--- config.mk ---
export PLATFORM = sky130hd
export DESIGN_NAME = uip_top
export DESIGN_NICKNAME = d
export VERILOG_FILES = /design/src/logic/uip_pkg.sv /design/src/logic/uip_top.sv /design/src/logic/uip_edge.sv
export SDC_FILE = /design/constraint.sdc
export NUM_CORES = 1
export LEC_CHECK = 0
export BUFFER_PORTS_ARGS = -buffer_cell sky130_fd_sc_hd__buf_2
export CORE_ASPECT_RATIO = 0.8
export CORE_MARGIN = 5
export CORE_UTILIZATION = 57
export CTS_BUF_LIST = sky130_fd_sc_hd__clkbuf_16
export DETAILED_ROUTE_END_ITERATION = 10
export PLACE_DENSITY = 0.91
export SLEW_MARGIN = 20
export SYNTH_ARGS = -nofsm -noshare
export SYNTH_HDL_FRONTEND = slang
export SYNTH_SLANG_ARGS = --single-unit
--- constraint.sdc ---
create_clock -name sys_clk -period 3.93 [get_ports sys_clk]
set_input_delay 0.786 -clock sys_clk [delete_from_list [all_inputs] [get_ports sys_clk]]
set_output_delay 0.786 -clock sys_clk [all_outputs]
set_load 0.01 [all_outputs]
--- src/logic/uip_pkg.sv ---
// Shared constants and carriers for the user interface and power control block.
// Assumes one 20 MHz system clock and synchronous active-high reset.
package uip_pkg;
    localparam int CLK_HZ = 20000000;
    localparam int VOL_W = 6;
    localparam logic [5:0] VOL_MIN = 6'h00;
    localparam logic [5:0] VOL_MAX = 6'h3F;
    localparam logic [5:0] VOL_RESET = 6'h20;
    localparam int WAIT_STATES = 2;
    localparam logic [1:0] WAIT_LAST = 2'h1;
    localparam logic [2:0] MODE_PLAY = 3'h0;
    localparam logic [2:0] MODE_REWIND = 3'h1;
    localparam logic [2:0] MODE_STOP = 3'h2;
    localparam logic [2:0] MODE_FFWD = 3'h3;
    localparam logic MUTE_RESET = 1'b0;
    localparam logic POWER_ON_RESET = 1'b1;

    typedef struct packed {
        logic volume_up;
        logic volume_down;
        logic mute;
        logic power;
    } uip_buttons_t;

    typedef struct packed {
        logic play;
        logic rewind;
        logic stop;
        logic ffwd;
        logic mute;
        logic error;
        logic download;
        logic [3:0] volume_bar;
        logic [3:0] battery_bar;
    } uip_icons_t;
endpackage : uip_pkg

--- src/logic/uip_top.sv ---
// User interface and power control: volume, mute, on/off, icons, digit, power.
// Assumes the main control logic answers the volume and shutdown handshakes.
//
// Contract
// - Up or down request in idle starts check
// - At limit return idle without change request
// - Otherwise step counter once in requested direction
// - Hold change request until register update done
// - Mute toggles per button edge; pulse output
// - Power state toggles per press, preset on
// - Press while on requests shutdown, not cutoff
// - Play mode codes 000-011 decoded to one icon each; 100-111 light none
// - Error beats download beats all others
// - Registered mute/error/download; volume, battery bars
// - Track number drives seven-segment digit
// - Hold logic reset until supply good
// - Release reset two wait cycles after good
// - Supply loss or off asserts shutdown request
// - Shutdown complete asserts supply cutoff
// - Codes 000 play,001 rew,010 stop,011 ffwd
// - Six-bit saturating volume level output
`timescale 1ns/100ps
`default_nettype none
module uip_top
    import uip_pkg::*;
(
    input wire logic sys_clk,
    input wire logic srst,
    input wire logic clk_en,
    input wire uip_buttons_t buttons,
    input wire logic register_update_done,
    input wire logic [2:0] play_mode_code,
    input wire logic error_icon_request,
    input wire logic download_icon_request,
    input wire logic [1:0] battery_level,
    input wire logic [3:0] track_number,
    input wire logic supply_good,
    input wire logic shutdown_complete,
    output logic volume_change_request,
    output logic [5:0] volume_level,
    output logic mute_state,
    output logic mute_change_pulse,
    output logic power_on_state,
    output logic logic_reset,
    output logic shutdown_request,
    output logic supply_cutoff,
    output uip_icons_t icons,
    output logic [6:0] segments
);
    ////////////////////////////////////////////////////////////////////////////
    // Edge detection
    logic [3:0] rise;
    logic up_p, down_p, mute_p, power_p;

    uip_edge #(.N(4)) u_edge (
        .sys_clk(sys_clk),
        .srst(srst),
        .clk_en(clk_en),
        .btn_in(buttons),
        .rise_pulse(rise)
    );

    assign {up_p, down_p, mute_p, power_p} = rise;

    ////////////////////////////////////////////////////////////////////////////
    // Reset control and power sequencing
    typedef enum logic [1:0] {PW_HOLD, PW_RUN, PW_DOWN, PW_CUT} uip_pwr_t;
    uip_pwr_t pwr_reg, pwr_next;
    logic [1:0] wait_reg, wait_next;
    logic run_rst;

    always_comb begin
        pwr_next = pwr_reg;
        wait_next = wait_reg;
        unique case (pwr_reg)
            PW_HOLD: begin
                if (!supply_good) begin
                    wait_next = 2'h0;
                end else if (wait_reg == WAIT_LAST) begin
                    pwr_next = PW_RUN;
                end else begin
                    wait_next = wait_reg + 2'h1;
                end
            end
            PW_RUN: begin
                if (!supply_good || !power_on_state) begin
                    pwr_next = PW_DOWN;
                end
            end
            PW_DOWN: begin
                if (shutdown_complete) begin
                    pwr_next = PW_CUT;
                end
            end
            PW_CUT: pwr_next = PW_CUT;
        endcase
    end

    always_ff @(posedge sys_clk) begin
        if (srst) begin
            pwr_reg <= PW_HOLD;
            wait_reg <= 2'h0;
        end else if (clk_en) begin
            pwr_reg <= pwr_next;
            wait_reg <= wait_next;
        end
    end

    assign logic_reset = (pwr_reg == PW_HOLD);
    assign shutdown_request = (pwr_reg == PW_DOWN);
    assign supply_cutoff = (pwr_reg == PW_CUT);
    assign run_rst = srst | logic_reset;

    ////////////////////////////////////////////////////////////////////////////
    // Volume state machine
    typedef enum logic [1:0] {VS_IDLE, VS_CHECK, VS_STEP, VS_HOLD} uip_vol_t;
    uip_vol_t vol_reg, vol_next;
    logic dir_up_reg, dir_up_next;
    logic [5:0] level_reg, level_next;

    always_comb begin
        vol_next = vol_reg;
        dir_up_next = dir_up_reg;
        level_next = level_reg;
        unique case (vol_reg)
            VS_IDLE: begin
                if (up_p || down_p) begin
                    vol_next = VS_CHECK;
                    dir_up_next = up_p;
                end
            end
            VS_CHECK: begin
                if ((dir_up_reg && level_reg == VOL_MAX) || (!dir_up_reg && level_reg == VOL_MIN)) begin
                    vol_next = VS_IDLE;
                end else begin
                    vol_next = VS_STEP;
                end
            end
            VS_STEP: begin
                level_next = dir_up_reg ? level_reg + 6'h01 : level_reg - 6'h01;
                vol_next = VS_HOLD;
            end
            VS_HOLD: begin
                if (register_update_done) begin
                    vol_next = VS_IDLE;
                end
            end
        endcase
    end

    always_ff @(posedge sys_clk) begin
        if (run_rst) begin
            vol_reg <= VS_IDLE;
            dir_up_reg <= 1'b0;
            level_reg <= VOL_RESET;
        end else if (clk_en) begin
            vol_reg <= vol_next;
            dir_up_reg <= dir_up_next;
            level_reg <= level_next;
        end
    end

    assign volume_change_request = (vol_reg == VS_HOLD);
    assign volume_level = level_reg;

    ////////////////////////////////////////////////////////////////////////////
    // Mute and on/off toggles
    logic mute_reg, mute_next;
    logic on_reg, on_next;

    always_comb begin
        mute_next = mute_reg ^ mute_p;
        on_next = on_reg ^ power_p;
    end

    always_ff @(posedge sys_clk) begin
        if (run_rst) begin
            mute_reg <= MUTE_RESET;
        end else if (clk_en) begin
            mute_reg <= mute_next;
        end
        if (srst) begin
            on_reg <= POWER_ON_RESET;
        end else if (clk_en && !logic_reset) begin
            on_reg <= on_next;
        end
    end

    assign mute_state = mute_reg;
    assign mute_change_pulse = mute_p & ~run_rst;
    assign power_on_state = on_reg;

    ////////////////////////////////////////////////////////////////////////////
    // Icons and digit
    function automatic logic [3:0] uip_bar(input logic [1:0] lvl);
        uip_bar = 4'hF >> (2'h3 - lvl);
    endfunction : uip_bar

    function automatic logic [6:0] uip_seg(input logic [3:0] v);
        unique case (v)
            4'h0: uip_seg = 7'h3F;
            4'h1: uip_seg = 7'h06;
            4'h2: uip_seg = 7'h5B;
            4'h3: uip_seg = 7'h4F;
            4'h4: uip_seg = 7'h66;
            4'h5: uip_seg = 7'h6D;
            4'h6: uip_seg = 7'h7D;
            4'h7: uip_seg = 7'h07;
            4'h8: uip_seg = 7'h7F;
            4'h9: uip_seg = 7'h6F;
            4'hA: uip_seg = 7'h77;
            4'hB: uip_seg = 7'h7C;
            4'hC: uip_seg = 7'h39;
            4'hD: uip_seg = 7'h5E;
            4'hE: uip_seg = 7'h79;
            4'hF: uip_seg = 7'h71;
        endcase
    endfunction : uip_seg

    uip_icons_t icons_reg, icons_next;
    logic [6:0] seg_reg, seg_next;
    logic [7:0] mode_dec;

    always_comb begin
        mode_dec = 8'h01 << play_mode_code;
        icons_next = '0;
        if (error_icon_request) begin
            icons_next.error = 1'b1;
        end else if (download_icon_request) begin
            icons_next.download = 1'b1;
        end else begin
            icons_next.play = mode_dec[MODE_PLAY];
            icons_next.rewind = mode_dec[MODE_REWIND];
            icons_next.stop = mode_dec[MODE_STOP];
            icons_next.ffwd = mode_dec[MODE_FFWD];
            icons_next.mute = mute_reg;
            icons_next.volume_bar = uip_bar(level_reg[5:4]);
            icons_next.battery_bar = uip_bar(battery_level);
        end
        seg_next = uip_seg(track_number);
    end

    always_ff @(posedge sys_clk) begin
        if (run_rst) begin
            icons_reg <= '0;
            seg_reg <= 7'h00;
        end else if (clk_en) begin
            icons_reg <= icons_next;
            seg_reg <= seg_next;
        end
    end

    assign icons = icons_reg;
    assign segments = seg_reg;
endmodule : uip_top
`default_nettype wire

--- src/logic/uip_edge.sv ---
// Button synchroniser and rising-edge detector, one lane per button.
// Assumes buttons are debounced outside.
`timescale 1ns/100ps
`default_nettype none
module uip_edge
    import uip_pkg::*;
#(
    parameter int N = 4
) (
    input wire logic sys_clk,
    input wire logic srst,
    input wire logic clk_en,
    input wire logic [N-1:0] btn_in,
    output logic [N-1:0] rise_pulse
);
    logic [N-1:0] meta_reg, meta_next;
    logic [N-1:0] sync_reg, sync_next;
    logic [N-1:0] last_reg, last_next;

    always_comb begin
        meta_next = btn_in;
        sync_next = meta_reg;
        last_next = sync_reg;
    end

    always_ff @(posedge sys_clk) begin
        if (srst) begin
            meta_reg <= '0;
            sync_reg <= '0;
            last_reg <= '0;
        end else if (clk_en) begin
            meta_reg <= meta_next;
            sync_reg <= sync_next;
            last_reg <= last_next;
        end
    end

    genvar i;
    generate
        for (i = 0; i < N; i++) begin : g_edge
            assign rise_pulse[i] = clk_en & sync_reg[i] & ~last_reg[i];
        end
    endgenerate
endmodule : uip_edge
`default_nettype wire

=== Yosys cells after proc, flatten, opt, wreduce, memory -nomap -nowiden ===
Memory sizes are Yosys's and may differ from the RTL's. A register that Yosys moved wholly into a read port is not among the register bits.
Cells that the tools add are included.

* Word-level logic and storage cells: 96
* Memories: 1
* Memory bits (read-only): 112
* Register bits: 42

{| class="wikitable"
|+ Memory list
! memory !! words !! width !! read ports !! clocked after memory_dff !! wr ports !! line !! source
|-
| (no name shown) || 16 || 7 || 1 || 1 || 0 || uip_top.sv:200 || <nowiki>unique case (v)</nowiki>
|}

* Equality and inequality tests: 15
* $add $sub $neg: 5
* Bitwise gates (word level): 17
* Muxes and demuxes: 18
* Shift-type cells: 3
* Reductions and logical operators: 18

{| class="wikitable"
|+ Operators with widths
! cell !! number
|-
| 2-bit 2-to-1 mux || 9
|-
| 2-bit case mux with 4 select lines || 2
|-
| 2-bit != test (second input constant) || 6
|-
| 5-bit 2-to-1 mux || 2
|-
| 1-bit bitwise AND || 9
|-
| 9-bit 2-to-1 mux || 1
|-
| 3-bit AND reduction || 3
|-
| 2-bit == test (second input constant) || 4
|-
| 8-bit 2-to-1 mux || 1
|-
| 4-bit by 2-bit >> shifter with 4-bit output (first input constant) || 2
|-
| 6-bit by 1-bit adder with 6-bit output (second input constant) || 1
|-
| 2-bit by 1-bit == test with 1-bit output (second input constant) || 3
|-
| 6-bit == test (second input constant) || 1
|-
| 6-bit logical NOT || 1
|-
| 6-bit 2-to-1 mux || 1
|-
| 6-bit by 1-bit subtractor with 6-bit output (second input constant) || 1
|-
| 1-bit inverter || 5
|-
| 5-bit AND reduction || 1
|-
| 1-bit logical NOT || 4
|-
| 2-bit logical NOT || 2
|-
| 1-bit by 3-bit << shifter with 4-bit output (first input constant) || 1
|-
| 2-bit subtractor (first input constant) || 2
|-
| 1-bit logical AND || 3
|-
| 1-bit logical OR || 3
|-
| 6 further kinds || 8
|}

=== Depth between registers and ports, before layout ===
Gate-level depths: netlist (run 1).

* Depth after elaboration: 5
* Mapped depth: 7
* Depth with buffers taken out: 6

=== Cells and area by module ===
Synthesis (run 1) repeated with hierarchy kept, for this count alone.

* Cells, all modules: 271
* Area total of the unflattened synthesis: 2411.1 µm²

{| class="wikitable"
|+ Modules (own cells, without submodules)
! module !! instances !! area an instance (µm²) !! cells each
|-
| uip_top || 1 || 1935.6 || 227
|-
| uip_edge || 1 || 475.5 || 44
|}

=== Worst setup path after synthesis (run 1) ===
Ideal clock, no wire load.

* Path kind: input to output
* From: input srst
* To: output mute_change_pulse
* Required time: 3144 ps
* Path slack: 1409 ps
* Arrival: 1735 ps
* Stages on the path: 4
* Path buffers: 2
* Path through: buf_4 -> or2_2 -> clkbuf_1 -> nor3_1

* Longest elaborated chain between the ends: 3

{| class="wikitable"
|+ RTL lines
! element !! line !! source
|-
| from (decl) || uip_top.sv:28 || <nowiki>input wire logic srst,</nowiki>
|-
| 1-bit bitwise OR || uip_top.sv:112 || <nowiki>assign run_rst = srst | logic_reset;</nowiki>
|-
| 1-bit inverter || uip_top.sv:190 || <nowiki>assign mute_change_pulse = mute_p & ~run_rst;</nowiki>
|-
| 1-bit bitwise AND || uip_top.sv:190 ||
|-
| to (decl) || uip_top.sv:42 || <nowiki>output logic mute_change_pulse,</nowiki>
|}

Every way passes these cells.

=== Worst setup path after layout (run 1) ===
Same ends and word-level chain as after synthesis.

==> metrics.yaml, run 1 <==
clk_pin_slew_ps: 60
slew_viol_final: 0
grt_use_total_pct: 20.2
largest_register_ffs: 14
finalSetupViolCount: 0
reg2reg_to: "volume_level[5]$_SDFFE_PP1P_"
core-area_um2: 3900
cts.sinks: 48
synthMuxAreaShare_pct: 5.52
crit_path_end: "mute_change_pulse"
end_kind: "primary output"
grt_pass1_vias: 1879
drtPass1Iterations: 5
ys_seq_elements: 48
synth_compound_area_share_pct: 17.1
crit_start: "srst"
grt_pass1_wl_mm: 8.67
reg2reg_depth: 6
ios: 56
vias_per_cell: 5.57
synth_top_family_by_area: "simple AND/OR/NAND/NOR gates"
yosys_warnings: 0
status: "finished, final reports clean"
r2r-start: "dir_up_reg$_SDFFE_PP0P_"
synth.area.top_cells: "dfxtp_1 (41%), ha_1 (6.4%), mux2i_1 (5.5%), nor2_1 (5.4%), a21oi_1 (5.1%)"
hold_buffers: 0
rows: 20
wl_mm: 5.14
final_nets: 353
crit_type: "in2out"
fmax_ghz: 0.363
io_buffer_count: 55
antenna_cells: 0
hold_path_class: "reg2reg"
finClkSkew_ps: 4.78
die_area_um2: 5530
period_minus_slack_ps: 2750
grt_max_degree: 31
synth_fp_nets: 305
synthAdderAreaFrac_pct: 7.22
grt-ovfl-total: 0
ir_drop_v: 0.000291
synth_top_area_cell: "dfxtp_1"
synth_top_area_share_pct: 40.8
rsz0062_at_grt: "no"
syn_inst: 271
startpoint_type: "input port"
synth_edf_count: 0
place_hpwl_mm: 3.63
cts_setup_buffers: 0
synthSimpleGateAreaFrac_pct: 23.3
root_buffer: "clkbuf_16"
via_count: 2090
critPathRequiredTime_ps: 3140
drt_iter0_markers: 97
area_growth_pct: 19.2
syn_area_um2: 2360
synthArstFlopShare_pct: 0
p_leak_nw: 1.19
die_x_um: 81.9
finalWeightedCongestion: 0.880
cts_resized: 0
finalSetupTns_ps: 0
maxCapViolCount: 0
final_antenna_net_count: 0
wl_per_cell_um: 13.7
seq_area_frac_synth_pct: 40.8
cts_buffers: 5
ys.flop_type: "dfxtp_1"
initial_utilization_pct: 60.4
synth_xor_area_share_pct: 1.49
finalHoldViolCount: 0
clkLatencyLatePin_ps: 290
critPathArrivalTime_ps: 1970
cp_max_fo: 30
r2r_slack_ps: 1890
p_per_area_nw_per_um2: 380
cts_tree: "yes"
worst_slew_pin_slew_ps: 547
drc: 0
grt_antenna_before_repair: 0
drive_above_1_share_pct: 23.8
clockBufferDepth: 2
synth.avg_cell_area_um2: 8.70
dieHeight_um: 67.5
cts_max_level: 2
power_mw: 1.07
relSlewSlack_pct: 63.5
fin_crit_sh_pct: 70.1
ys_types: 49
[worst min-delay path by stage]
stage,end,cells past startpoint,startpoint
final,icons[1]$_SDFFE_PP0P_,2,icons[1]$_SDFFE_PP0P_
after floorplan,u_edge.last_reg[3]$_SDFFE_PP0P_,2,u_edge.last_reg[3]$_SDFFE_PP0P_
after global placement,u_edge.last_reg[3]$_SDFFE_PP0P_,2,u_edge.last_reg[3]$_SDFFE_PP0P_
after CTS,segments[6]$_SDFFE_PP0P_,2,segments[6]$_SDFFE_PP0P_
after detailed placement,segments[6]$_SDFFE_PP0P_,2,segments[6]$_SDFFE_PP0P_
after global routing,segments[6]$_SDFFE_PP0P_,2,segments[6]$_SDFFE_PP0P_
[synthesized netlist by cell type, drive strengths merged (4+ instances only)]
| cell | count |
|---|---|
| a21oi | 24 |
| a22oi | 6 |
| and2 | 5 |
| buf | 7 |
| clkbuf | 9 |
| dfxtp | 48 |
| ha | 12 |
| inv | 7 |
| mux2i | 13 |
| nand2 | 23 |
| nand2b | 5 |
| nand3 | 8 |
| nand3b | 4 |
| nor2 | 34 |
| nor2b | 5 |
| nor3 | 7 |
| o21ai | 9 |
[cell type report]
cell class                 count  area, µm²
tap                           55       68.8
fill                         312       1090
multi-input combinational    199       1290
sequential                    48        961
clock inverter                 3       46.3
inverter                       8       30.0
clock buffer                   5        125
timing repair buffer          57        290
[power breakdown]
| group | switching [mW] | internal [mW] | leakage (nW) | total, mW |
|---|---|---|---|---|
| registers | 0.00566 | 0.494 | 0.388 | 0.500 |
| clock network | 0.179 | 0.302 | 0.0804 | 0.481 |
| logic | 0.0503 | 0.0345 | 0.724 | 0.0848 |
| total | 0.235 | 0.831 | 1.19 | 1.07 |
[worst max-delay path, stage by stage]
cell,delay (ps)
buf_2,190
or2_2,550
nor3_1,270
buf_2,160
[through the flow]
step,cells,cell area [µm²],hold slack [ps],worst slack [ps],utilization [%]
floorplan,271,2360,438,1410,-
global placement,367,2640,449,1180,67.6
detailed placement,367,2640,456,1170,67.6
CTS,375,2810,466,1160,72.0
global route,375,2810,487,1100,72.0
finish,375,2810,464,1180,72.0
[cells in the final DEF, fill, tap and decap left out, drive strengths merged, types with 4 or more instances in the layout]
cell type / n
buf: 57
dfxtp: 48
nor2: 34
a21oi: 24
nand2: 23
mux2i: 13
ha: 12
o21ai: 9
inv: 8
nand3: 8
nor3: 7
a22oi: 6
nor2b: 5
nand2b: 5
clkbuf: 5
and2: 5
nand3b: 4
[routing by layer]
layer	wire, µm	GRT usage [%]	vias to the layer above
met4	70	7.26	0
met1	2280	26.0	965
li1	-	-	1058
met5	0	0	-
met2	2410	33.4	59
met3	370	4.53	8
[logic make-up after synthesis]
group	Yosys count
AND/OR/NAND/NOR	106
AO/OA/AOI/OAI	63
flip-flops	48
buffers and inverters	24
multiplexers	13
adder cells (fa/ha/maj)	13
XOR/XNOR	4
Note: power is estimated with default switching activity, not from simulation.
==> inputs of run 2 (changes only) <==
Settings changed: CORE_UTILIZATION 57 to 48, PLACE_DENSITY 0.91 to 0.82.
Clock period 3.93 ns to 2.45 ns, I/O delays scaled along.
==> run 2 against run 1 <==
  * Highest routed layer unchanged
  * Setup slack worse by 800 ps
  * Power rose by 49%
  * Non-clock buffer count grew 1
  * Largest cell class unchanged
  * Core utilization down 12 points
  * Critical path depth grew 2
==> metrics.yaml, run 2 (same netlist as run 1, synthesis figures left out) <==
fin_crit_sh_pct: 84.4
ir_drop_v: 0.000350  # +20%
cts_max_level: 2  # unchanged
hold_path_class: "in2reg"
clk_pin_slew_ps: 60  # about the same
rows: 22  # +10%
via_count: 2071  # -0.91%
hp-start: "buttons[0]"
grt_max_degree: 30  # -3.2%
ios: 56  # unchanged
drive_above_1_share_pct: 24.0  # +0.24 points
dieHeight_um: 72.7  # +7.6%
holdWs_ps: 439  # -24.8 ps
finalHoldViolCount: 0  # unchanged
largest_register_ffs: 14  # unchanged
grt_use_total_pct: 16.0  # -4.3 points
final_nets: 354  # +0.28%
mostFrequentLayoutCells: "buf_2 (55), dfxtp_1 (48), nor2_1 (34), a21oi_1 (24), nand2_1 (23)"
finalWeightedCongestion: 0.874  # -0.67%
grtUsageMet1_pct: 21.1  # -4.9 points
die_area_um2: 6420  # +16%
min_to: "u_edge.meta_reg[0]$_SDFFE_PP0P_"
worst_slew_pin_slew_ps: 414  # -134 ps
wl_mm: 5.04  # -1.9%
p_leak_nw: 1.19  # -0.22%
antenna_cells: 0  # unchanged
period_minus_slack_ps: 2070
critPathArrivalTime_ps: 2300  # +330 ps
worst_path_max_delay_cell: "or4_4"
r2r_slack_ps: 380  # -1510 ps
fmax_ghz: 0.483
cp_max_fo: 9  # -70%
use_met3_pct: 4.06  # -0.47 points
crit_path_max_incr_delay_ps: 510  # -40 ps
relSlewSlack_pct: 72.3  # +8.7 points
core-area_um2: 4680  # +20%
die_x_um: 88.4  # +7.9%
hold_buffers: 0  # unchanged
startpoint_type: "register"
final_antenna_net_count: 0  # unchanged
reg2reg_to: "volume_level[5]$_SDFFE_PP1P_"
drtPass1Iterations: 4  # -1
drt_iter0_markers: 77  # -21%
crit_type: "reg2reg"
reg2reg_depth: 6  # unchanged
cts_tree: "yes"
final_common_cell: "buf_2"
cts_setup_buffers: 0  # unchanged
cpLargestDelayFamily: "simple AND/OR/NAND/NOR gates"
finalSetupViolCount: 0  # unchanged
holdPathStages: 3  # +1
cts_resized: 0  # unchanged
cp_num_cells: 6  # +2
vias_per_cell: 5.44  # -2.5%
grt_pass1_wl_mm: 8.27  # -4.6%
grt_pass1_vias: 1856  # -1.2%
grt_busiest_layer: "met2"
place_hpwl_mm: 3.68  # +1.6%
area_growth_pct: 18.6
finClkSkew_ps: 4.54  # -0.237 ps
clkLatencyLatePin_ps: 280  # about the same
rsz0062_at_grt: "no"
drc: 0  # unchanged
clockBufferDepth: 2  # unchanged
finalSetupTns_ps: 0  # unchanged
post-place-ws_ps: 418  # -755 ps
cts_buffers: 5  # unchanged
globalRouteMet2Util_pct: 25.6  # -7.8 points
final_util_pct: 59.7  # -12 points
cp_num_buf_inv: 1  # -1
r2r-start: "dir_up_reg$_SDFFE_PP0P_"
cts.sinks: 48  # unchanged
io_buffer_count: 55  # unchanged
end_kind: "register"
grt-ovfl-total: 0  # unchanged
p_per_area_nw_per_um2: 570  # +50%
wl_per_cell_um: 13.2  # -3.4%
slew_viol_final: 0  # unchanged
grt_antenna_before_repair: 0  # unchanged
critPathRequiredTime_ps: 2680  # -460 ps
initial_utilization_pct: 50.4  # -10 points
maxCapViolCount: 0  # unchanged
fin_ws_ps: 381  # -795 ps
root_buffer: "clkbuf_16"
power_mw: 1.59  # +49%
status: "finished, final reports clean"
cp_cell_sequence: "inv_1 -> ha_1 -> o21ai_0 -> or4_4 -> a31o_1 -> nand3_2"
[run 2: changes by cell type in the layout (fill, tap and decap cells not counted), sizes merged]
cell      delta
clkinv       +3
buf          +1
bufinv       -1
clkinvlp     -1
inv          -1
[run 2: cell type report]
cell class / count / area [µm²]
multi-input cells: 199 / 1290
well taps: 60 / 75.1
clock buffers: 5 / 125
fillers: 439 / 1880
inverters: 8 / 30.0
clock inverters: 3 / 18.8
repair buffers: 58 / 298
flip-flops and latches: 48 / 961
[run 2: worst reg2reg max path: cells and delay by family (launching register included)]
family	cells	cell delay (ps)
buf+inv	1	190
flops	1	480
simple gates	2	590
fa+ha+maj	1	390
compound gates	2	390
[run 2: how the worst max path moves through the flow]
stage	start	slack, ps	end
6_report	dir_up_reg$_SDFFE_PP0P_	380	volume_level[5]$_SDFFE_PP1P_
5_1_grt	dir_up_reg$_SDFFE_PP0P_	230	volume_level[5]$_SDFFE_PP1P_
4_1_cts	dir_up_reg$_SDFFE_PP0P_	410	volume_level[5]$_SDFFE_PP1P_
3_5_place_dp	dir_up_reg$_SDFFE_PP0P_	420	volume_level[5]$_SDFFE_PP1P_
3_3_place_gp	dir_up_reg$_SDFFE_PP0P_	500	volume_level[5]$_SDFFE_PP1P_
2_1_floorplan	srst	520	mute_change_pulse
[run 2: where the power goes]
group	internal, mW	total [mW]	switching [mW]
combinational	0.0560	0.136	0.0799
sequential	0.793	0.802	0.00886
clock	0.376	0.654	0.278
total	1.22	1.59	0.367
[run 2: routing by layer]
| layer | up-vias | routed length (µm) |
|---|---|---|
| met3 | 2 | 391 |
| met1 | 951 | 2340 |
| met2 | 59 | 2290 |
| li1 | 1059 | - |
| met5 | - | 0 |
| met4 | 0 | 12 |
[run 2: through the flow]
stage	instances	instance area (µm²)
floorplan	271	2360
global placement	373	2650
detailed placement	373	2650
CTS	381	2800
global route	381	2800
finish	381	2800
==> inputs of run 3 (changes only) <==
Settings changed: CORE_UTILIZATION 48 to 53, PLACE_DENSITY 0.82 to 0.86.
Clock period 2.45 ns to 2.1 ns, I/O delays scaled along.
==> run 3 against run 2 <==
  * Power grew 13%
  * Sequential share of layout area shrank 0.18 points
  * Register-to-register slack lost 70 ps
  * Sequential power grew 17%
  * Largest power group unchanged
  * Highest routed layer unchanged
==> metrics.yaml, run 3 (same netlist as run 1, synthesis figures left out) <==
cp_num_buf_inv: 1  # unchanged
grt_pass1_wl_mm: 9.07  # +9.7%
final_util_pct: 66.4  # +6.7 points
wl_per_cell_um: 13.8  # +4.5%
cp_cell_sequence: "nor2_1 -> or2_2 -> nor3_1 -> buf_2"
cts_resized: 0  # unchanged
root_buffer: "clkbuf_16"
grt_use_total_pct: 18.3  # +2.3 points
hold_path_class: "in2reg"
largest_register_ffs: 14  # unchanged
drt_iter0_markers: 122  # +58%
critPathRequiredTime_ps: 1680  # -1000 ps
grt-ovfl-total: 0  # unchanged
finalWeightedCongestion: 0.859  # -1.7%
final_common_cell: "buf_2"
final_antenna_net_count: 0  # unchanged
drtPass1Iterations: 4  # unchanged
wl_mm: 5.25  # +4.3%
fmax_ghz: 0.539
p_per_area_nw_per_um2: 641  # +12%
clkLatencyLatePin_ps: 270  # about the same
hold_buffers: 0  # unchanged
cp_max_fo: 7  # -2
crit_path_max_incr_delay_ps: 410  # -100 ps
cts_max_level: 2  # unchanged
r2r-start: "dir_up_reg$_SDFFE_PP0P_"
rows: 21  # -4.5%
startpoint_type: "register"
fin_crit_sh_pct: 88.4
drc: 0  # unchanged
worst_path_max_delay_cell: "dfxtp_1"
finalSetupViolCount: 0  # unchanged
cts_tree: "yes"
place_hpwl_mm: 3.96  # +7.5%
cts_buffers: 5  # unchanged
crit_start: "pwr_reg[1]$_SDFFE_PP0P_"
ir_drop_v: 0.000444  # +27%
end_kind: "primary output"
grt_antenna_before_repair: 0  # unchanged
core-area_um2: 4230  # -9.6%
via_count: 2126  # +2.7%
ios: 56  # unchanged
drive_above_1_share_pct: 24.5  # +0.47 points
r2r_slack_ps: 310  # -70 ps
mostFrequentLayoutCells: "buf_2 (55), dfxtp_1 (48), nor2_1 (34), a21oi_1 (24), nand2_1 (23)"
clk_pin_slew_ps: 60  # about the same
maxCapViolCount: 0  # unchanged
rsz0062_at_grt: "no"
critPathArrivalTime_ps: 1440  # -860 ps
p_leak_nw: 1.20  # +1.0%
cts.sinks: 48  # unchanged
die_area_um2: 5890  # -8.3%
status: "finished, final reports clean"
die_x_um: 84.6  # -4.3%
grt_max_degree: 30  # unchanged
hp-start: "buttons[0]"
io_buffer_count: 55  # unchanged
worst_slew_pin_slew_ps: 383  # -30.4 ps
period_minus_slack_ps: 1860
area_growth_pct: 19.2
initial_utilization_pct: 55.7  # +5.3 points
cpLargestDelayFamily: "simple AND/OR/NAND/NOR gates"
finClkSkew_ps: 2.40  # -2.14 ps
relSlewSlack_pct: 74.3  # +2.1 points
clockBufferDepth: 2  # unchanged
dieHeight_um: 69.7  # -4.2%
grt_pass1_vias: 2024  # +9.1%
crit_type: "reg2out"
slew_viol_final: 0  # unchanged
final_nets: 359  # +1.4%
antenna_cells: 0  # unchanged
finalSetupTns_ps: 0  # unchanged
vias_per_cell: 5.59  # +2.9%
cts_setup_buffers: 0  # unchanged
finalHoldViolCount: 0  # unchanged
run 3: report_power, final:
| part | switching, mW | internal, mW |
|---|---|---|
| clock | 0.276 | 0.420 |
| sequential | 0.0104 | 0.926 |
| combinational | 0.0973 | 0.0708 |
run 3: final cells by class:
| class | instances | area (µm²) |
|---|---|---|
| Fill cell | 372 | 1420 |
| Multi-Input combinational cell | 199 | 1290 |
| Sequential cell | 48 | 961 |
| Timing Repair Buffer | 63 | 335 |
| Clock buffer | 5 | 125 |
| Tap cell | 57 | 71.3 |
| Inverter | 8 | 30.0 |
run 3: layer usage:
metal,part of all wire (%),track usage [%]
met4,0.55,4.04
met5,0,0
met1,46,22.8
met3,6.4,5.46
met2,47,31.1
run 3: per-stage QoR:
| stage | instances | setup WS (ps) | total power [mW] | cell area, µm² | hold slack (ps) |
|---|---|---|---|---|---|
| 2_1_floorplan | 271 | 276 | 1.06 | 2360 | 438 |
| 3_3_place_gp | 375 | 360 | 1.12 | 2690 | 448 |
| 3_5_place_dp | 375 | 328 | 1.12 | 2690 | 454 |
| 4_1_cts | 380 | 240 | 1.82 | 2810 | 391 |
| 5_1_grt | 380 | 139 | 1.88 | 2810 | 423 |
| 6_report | 380 | 244 | 1.80 | 2810 | 390 |
run 3: tightest hold or removal path: cells and delay by family:
kind          cells  cell delay (ps)
simple gates      1               80
mux               1               50
buf+inv           1               80
run 3: worst paths after layout:
check                                     to  cells past startpoint
max                        mute_change_pulse                      4
min          u_edge.meta_reg[0]$_SDFFE_PP0P_                      3
max reg2reg     volume_level[5]$_SDFFE_PP1P_                      6
min reg2reg  u_edge.last_reg[3]$_SDFFE_PP0P_                      2
